===== src/asram_pkg.sv =====
// ************************************************************
// Host controller constants for the 128K x 8 async SRAM
// ************************************************************
package asram_pkg;

   // Geometry
   localparam int ADDR_W = 17;
   localparam int DATA_W = 8;

   // Clock rate
   localparam int CLK_PERIOD_PS = 8000;

   // Pin timing in ps, slow speed grade
   localparam int T_CYCLE_PS      = 20000;
   localparam int T_WRITE_PULSE_PS = 15000;
   localparam int T_SETUP_ADDR_PS = 0;
   localparam int T_DATA_SETUP_PS = 10000;
   localparam int T_FLOAT_PS      = 8000;
   localparam int T_ACCESS_PS     = 20000;

   // Least times round up to whole cycles, never below one
   function automatic int cycles_min(input int ps);
      int c;
      c = (ps + CLK_PERIOD_PS - 1) / CLK_PERIOD_PS;
      return (c < 1) ? 1 : c;
   endfunction

   localparam int WR_PULSE_CYC = cycles_min(T_WRITE_PULSE_PS);
   localparam int WR_DSU_CYC   = cycles_min(T_FLOAT_PS + T_DATA_SETUP_PS);
   localparam int RD_ACC_CYC   = cycles_min(T_ACCESS_PS) + 1;
   localparam int TURN_CYC     = cycles_min(T_FLOAT_PS);
   localparam int CNT_W        = 4;

   // Pin bundle driven toward the device
   typedef struct packed {
      logic              select_low_active_n;
      logic              select_high_active;
      logic              out_enable_n;
      logic              write_strobe_n;
      logic [ADDR_W-1:0] address_lines;
   } asram_pins_t;

   localparam asram_pins_t PINS_IDLE = '{1'b1, 1'b0, 1'b1, 1'b1, {ADDR_W{1'b0}}};

endpackage


===== src/asram_host.sv =====
// Behaviour
// RQ1: Device holds 131072 bytes, addressed by 17 address lines.
// RQ2: Write by low select low, high select high, strobe low.
// RQ3: Read by low select and output enable low, strobe high.
// RQ4: Device floats data lines when deselected, disabled or writing.
// RQ5: Deselect puts device in standby, ignoring enable and strobe.
// RQ6: Write interval is the overlap of both selects and strobe.
// RQ7: Write starts when all three hold, ends when one leaves.
// RQ8: Host times data setup and hold to the write-ending edge.
// RQ9: Deselect with strobe rise keeps device data lines floating.
// RQ10: Host never drives data lines while the device drives them.
// RQ11: Strobe-ended write with enable low lasts float delay plus setup.
// RQ12: Read address valid no later than selects become active.
// RQ13: Address stays stable for the whole write interval.
`timescale 1ns/1ps
module asram_host
(
   // Clock and reset
   input  wire logic                         i_clk,
   input  wire logic                         i_rst_n,
   input  wire logic                         i_ce,
   // User request port
   input  wire logic                         i_req,
   input  wire logic                         i_we,
   input  wire logic [asram_pkg::ADDR_W-1:0] i_addr,
   input  wire logic [asram_pkg::DATA_W-1:0] i_wdata,
   output logic                              o_busy,
   output logic                              o_done,
   output logic [asram_pkg::DATA_W-1:0]      o_rdata,
   // Device pins
   output logic                              o_select_low_active_n,
   output logic                              o_select_high_active,
   output logic                              o_out_enable_n,
   output logic                              o_write_strobe_n,
   output logic [asram_pkg::ADDR_W-1:0]      o_address_lines,
   input  wire logic [asram_pkg::DATA_W-1:0] i_data_lines,
   output logic [asram_pkg::DATA_W-1:0]      o_data_lines,
   output logic                              o_data_lines_oe
);

   // ************************************************************
   // Types and state
   // ************************************************************
   typedef enum logic [2:0] {S_IDLE, S_WSET, S_WPULSE, S_WEND, S_RACC, S_TURN} asram_state_t;

   asram_state_t                       state;
   asram_state_t                       next_state;
   asram_pkg::asram_pins_t             pins;
   asram_pkg::asram_pins_t             next_pins;
   logic [asram_pkg::CNT_W-1:0]        cnt;
   logic [asram_pkg::CNT_W-1:0]        next_cnt;
   logic [asram_pkg::DATA_W-1:0]       wdata;
   logic                               oe;
   logic                               next_oe;
   logic                               busy;
   logic                               next_busy;
   logic                               done;
   logic                               next_done;
   logic [asram_pkg::DATA_W-1:0]       rdata;
   logic [asram_pkg::DATA_W-1:0]       rd_sync1;
   logic [asram_pkg::DATA_W-1:0]       rd_sync2;
   logic                               cnt_zero;

   // Elaboration checks on derived counts
   // Strobe length is the larger of pulse and float-plus-setup, so both must fit
   if (asram_pkg::WR_PULSE_CYC >= (1 << asram_pkg::CNT_W) ||
       asram_pkg::WR_DSU_CYC >= (1 << asram_pkg::CNT_W) ||
       asram_pkg::TURN_CYC >= (1 << asram_pkg::CNT_W) ||
       asram_pkg::RD_ACC_CYC + 2 >= (1 << asram_pkg::CNT_W))
   begin : g_chk
      $error("Cycle counts do not fit the counter");
   end

   // ************************************************************
   // Decode
   // ************************************************************
   assign cnt_zero = (cnt == '0);

   // Write pulse length covers strobe pulse and float plus setup
   localparam int WR_LEN = (asram_pkg::WR_PULSE_CYC > asram_pkg::WR_DSU_CYC) ?
                           asram_pkg::WR_PULSE_CYC : asram_pkg::WR_DSU_CYC;

   // ************************************************************
   // Next-state logic
   // ************************************************************
   always_comb
   begin
      next_state = state;
      next_pins  = pins;
      next_cnt   = cnt_zero ? cnt : cnt - 1'b1;
      next_oe    = oe;
      next_busy  = busy;
      next_done  = 1'b0;
      case (state)
         S_IDLE:
         begin
            if (i_req)
            begin
               next_busy = 1'b1;
               // RQ12 address no later than the selects
               next_pins.address_lines = i_addr;
               if (i_we)
               begin
                  // RQ10 drive only with device outputs off
                  next_oe                     = 1'b1;
                  next_pins.out_enable_n      = 1'b1;
                  next_state                  = S_WSET;
               end
               else
               begin
                  // RQ3 read select with strobe high
                  next_pins.select_low_active_n = 1'b0;
                  next_pins.select_high_active  = 1'b1;
                  next_pins.out_enable_n        = 1'b0;
                  next_cnt                      = asram_pkg::CNT_W'(asram_pkg::RD_ACC_CYC);
                  next_state                    = S_RACC;
               end
            end
         end
         S_WSET:
         begin
            // RQ2 open write overlap
            next_pins.select_low_active_n = 1'b0;
            next_pins.select_high_active  = 1'b1;
            next_pins.write_strobe_n      = 1'b0;
            next_cnt                      = asram_pkg::CNT_W'(WR_LEN - 1);
            next_state                    = S_WPULSE;
         end
         S_WPULSE:
         begin
            // RQ11 pulse lasts float delay plus setup
            if (cnt_zero)
            begin
               // RQ8 strobe rise ends write, data held
               next_pins.write_strobe_n = 1'b1;
               next_state               = S_WEND;
            end
         end
         S_WEND:
         begin
            // RQ13 address kept until after strobe rise
            next_pins                     = asram_pkg::PINS_IDLE;
            next_pins.address_lines       = pins.address_lines;
            next_oe                       = 1'b0;
            next_busy                     = 1'b0;
            next_done                     = 1'b1;
            next_state                    = S_IDLE;
         end
         S_RACC:
         begin
            if (cnt_zero)
            begin
               // RQ5 deselect to standby after sample
               next_pins               = asram_pkg::PINS_IDLE;
               next_pins.address_lines = pins.address_lines;
               next_cnt                = asram_pkg::CNT_W'(asram_pkg::TURN_CYC);
               next_state              = S_TURN;
            end
         end
         S_TURN:
         begin
            // RQ10 wait for device to float
            if (cnt_zero)
            begin
               next_busy  = 1'b0;
               next_done  = 1'b1;
               next_state = S_IDLE;
            end
         end
         default:
         begin
            next_state = S_IDLE;
         end
      endcase
   end

   // ************************************************************
   // State registers
   // ************************************************************
   always_ff @(posedge i_clk or negedge i_rst_n)
   begin
      if (!i_rst_n)
      begin
         state <= S_IDLE;
         pins  <= asram_pkg::PINS_IDLE;
         cnt   <= '0;
         oe    <= 1'b0;
         busy  <= 1'b0;
         done  <= 1'b0;
      end
      else if (i_ce)
      begin
         state <= next_state;
         pins  <= next_pins;
         cnt   <= next_cnt;
         oe    <= next_oe;
         busy  <= next_busy;
         done  <= next_done;
      end
   end

   // Write data latched with the request, held through the write
   always_ff @(posedge i_clk or negedge i_rst_n)
   begin
      if (!i_rst_n)
         wdata <= '0;
      else if (i_ce && state == S_IDLE && i_req && i_we)
         wdata <= i_wdata;
   end

   // ************************************************************
   // Read data path
   // ************************************************************
   // Pin data crosses in through two flops before use
   always_ff @(posedge i_clk or negedge i_rst_n)
   begin
      if (!i_rst_n)
      begin
         rd_sync1 <= '0;
         rd_sync2 <= '0;
         rdata    <= '0;
      end
      else if (i_ce)
      begin
         rd_sync1 <= i_data_lines;
         rd_sync2 <= rd_sync1;
         // Sample taken as the read closes
         if (state == S_RACC && cnt_zero)
            rdata <= rd_sync2;
      end
   end

   // ************************************************************
   // Outputs straight from flops
   // ************************************************************
   assign o_select_low_active_n = pins.select_low_active_n;
   assign o_select_high_active  = pins.select_high_active;
   assign o_out_enable_n        = pins.out_enable_n;
   assign o_write_strobe_n      = pins.write_strobe_n;
   assign o_address_lines       = pins.address_lines;
   assign o_data_lines          = wdata;
   assign o_data_lines_oe       = oe;
   assign o_busy                = busy;
   assign o_done                = done;
   assign o_rdata               = rdata;

endmodule


===== config.mk =====
export PLATFORM = sky130hd
export DESIGN_NAME = asram_host
export DESIGN_NICKNAME = d
export VERILOG_FILES = /design/src/asram_pkg.sv /design/src/asram_host.sv
export SDC_FILE = /design/constraint.sdc
export NUM_CORES = 1
export LEC_CHECK = 0
export BUFFER_PORTS_ARGS = -buffer_cell sky130_fd_sc_hd__buf_4
export CAP_MARGIN = 20
export CELL_PAD_IN_SITES_DETAIL_PLACEMENT = 1
export CELL_PAD_IN_SITES_GLOBAL_PLACEMENT = 2
export CORE_MARGIN = 5
export CORE_UTILIZATION = 36
export DETAILED_ROUTE_END_ITERATION = 8
export PLACE_DENSITY = 0.83
export SYNTH_ARGS = -nofsm -noshare
export SYNTH_HDL_FRONTEND = slang
export SYNTH_SLANG_ARGS = --single-unit

===== constraint.sdc =====
create_clock -name i_clk -period 4.31 [get_ports i_clk]
set_input_delay 0.431 -clock i_clk [delete_from_list [all_inputs] [get_ports i_clk]]
set_output_delay 0.431 -clock i_clk [all_outputs]
set_load 0.03 [all_outputs]

==> qor.txt <==
main flop type after synthesis -> dfrtp_1
clock-pin slew on the worst setup and hold paths -> 0.07 ns
die area -> 9240 sq um
most frequent cells in the layout -> 77 x buf_4, 60 x dfrtp_1, 42 x mux2_2, 9 x clkbuf_8
clk sink count -> 63
DP Worst Slack -> 1.90 ns
GRT busiest layer -> met2
ratio of cells with drive above 1 in the final layout -> 55.0%
Setup Skew -> 0.00838 ns
Yosys cell types -> 40
pwr/cell area -> 640 nW/um^2
met2 Use GR -> 22.5%
maximum vdd ir drop -> 289 uV
Critical Path End Type -> register
ant diodes -> 0
core box area -> 7250 sq um
CTS buffer count -> 9
# IOs -> 78
Tmin final -> 2.26 ns
Worst Tran Pin Value -> 0.787 ns
Fin Setup TNS -> 0 ns
Clock Root Buffer -> clkbuf_8
first-pass GRT wire length -> 9.64 mm
asr flop ratio synth -> 100%
layout net count -> 313
Fmax achieved -> 0.443 GHz
YS warnings -> 0
critical path arrival -> 2.47 ns
Worst Hold Class -> in2async
register area share after synthesis -> 59.2%
DRC viols -> 0
CP required -> 4.53 ns
CP Class -> reg2reg
final wirelength -> 6.06 mm
Area growth, synth to finish -> 31.7%
Yosys reg bits -> 63
CTS max path bufs -> 2
Die W -> 96.1 um
largest net degree at the start of global routing -> 64
Area after DPL -> 3330 sq um
Mapped Nets -> 234
Cell Rows -> 31
Placer Congestion -> 0.691
GR Util met1 -> 16.9%
most common cell after layout, fill and taps aside -> buf_4
total vias in the final route -> 1804
post-CTS setup buffers -> 0
Post-CTS Resized -> 0
cell count after synthesis -> 194
Post-Syn Area -> 2670 sq um
finished layout cell area -> 3510 sq um
Tot GR Track Use -> 14.0%
H-Tree Depth -> 3
Crit Path Max Fanout -> 10
total gr overflow -> 0
Mean Syn Cell Area -> 13.8 sq um
max-cap violation count -> 0
final worst path period share -> 52.4%
Die Ht -> 96.1 um
I/O Buffers -> 77
CTS tree -> yes
detailed-route wire length per cell -> 16.1 um
Static Leak -> 1.73 nW
CTS hold repair buffers -> 0
placed cell count -> 361
vias in the first global route -> 1966
Via-to-Cell Ratio -> 4.79
DRT Pass-1 Iters -> 4
Setup-failing EPs final -> 0
Final Hold Violating Endpoints -> 0
status -> finished, final reports clean
CP Launch Type -> register
latest clock arrival within the worst-skew pair -> 0.34 ns
RSZ-0062 raised after global routing -> false
Slew Viols, Final -> 0
DPL Wire Length -> 4.34 mm
Post-synth EDFFs -> 0
DRT iter0 DRCs -> 63
final cell utilization of the core -> 48.5%
final worst slack -> 2.05 ns
M3 GR Usage -> 3.28%
Finished Layout Cells -> 377
DRT antenna net count -> 0
normalized max-slew margin -> 47.5%
starting density of the core -> 36.8%
initial antenna violation count -> 0
## flip-flops by register name (all words and copies together), names as in the netlist, 3 cells and up
name and flops:
o_address_lines 17, o_data_lines 8, o_rdata 8, rd_sync1 8
rd_sync2 8, cnt 4, state 3
## final timing paths
check,start,end,slack (ns),depth (start not counted)
hold / removal,i_rst_n,rd_sync2[4],0.17,1
hold reg to reg,o_data_lines_oe,o_data_lines_oe,0.50,1
min in group i_clk,i_addr[1],o_address_lines[1],0.32,2
max in group asynchronous,i_rst_n,state[2],3.62,1
setup / recovery,cnt[0],o_rdata[4],2.05,6
setup reg to reg,cnt[0],o_rdata[4],2.05,6
## where the power goes
part	switching, W	internal [W]
logic	0.000482	0.000368
clock network	0.000229	0.000265
registers	0.000126	0.000777
## stage by stage
step / hold WS, ns / power (W)
floorplan: 0.135 / 0.00144
global placement: 0.482 / 0.00175
detailed placement: 0.487 / 0.00178
CTS: 0.197 / 0.00228
global route: 0.227 / 0.00238
finish: 0.170 / 0.00225
## critical path, cell delays in order (launching register included)
cell     delay, ns
dfrtp_1       0.40
inv_1         0.11
ha_1          0.22
nor3b_4       0.34
inv_2         0.11
or4_4         0.62
mux2_4        0.34
## synthesized netlist by cell type, drive strengths merged, types with 3 or more instances
| library cell | count | area, sq um |
|---|---|---|
| a21oi | 5 | 25.0 |
| a31oi | 5 | 31.3 |
| buf | 6 | 33.8 |
| clkbuf | 3 | 11.3 |
| dfrtp | 60 | 1500 |
| dfstp | 3 | 78.8 |
| inv | 8 | 30.0 |
| mux2 | 50 | 593 |
| nand2 | 7 | 26.3 |
| nand3 | 4 | 25.0 |
| nor2 | 7 | 36.3 |
| nor2b | 3 | 18.8 |
| o21ai | 8 | 40.0 |
## layer usage
| layer | share of wire (%) | vias up |
|---|---|---|
| li1 | - | 846 |
| met4 | 2.1 | 0 |
| met5 | 0 | - |
| met1 | 42 | 916 |
| met2 | 52 | 35 |
| met3 | 4.1 | 7 |
## logic make-up after synthesis
kind of cell / Yosys count / share of synthesized area, %
DFF: 63 / 59.2
muxes: 50 / 22.2
adders and majority gates: 2 / 0.937
buffers and inverters: 17 / 2.81
AOI/OAI and AO/OA: 31 / 7.64
and+or+nand+nor: 31 / 7.17
## final cells by class
type                            instances  area (sq um)
Fill cell                             779          3740
Sequential cell                        63          1580
Multi-Input combinational cell        114          1010
Timing Repair Buffer                   77           578
Clock buffer                           10           128
Tap cell                               99           124
Clock inverter                          6          61.3
Inverter                                8          30.0
No activity file was read; power rests on OpenSTA's default activity.
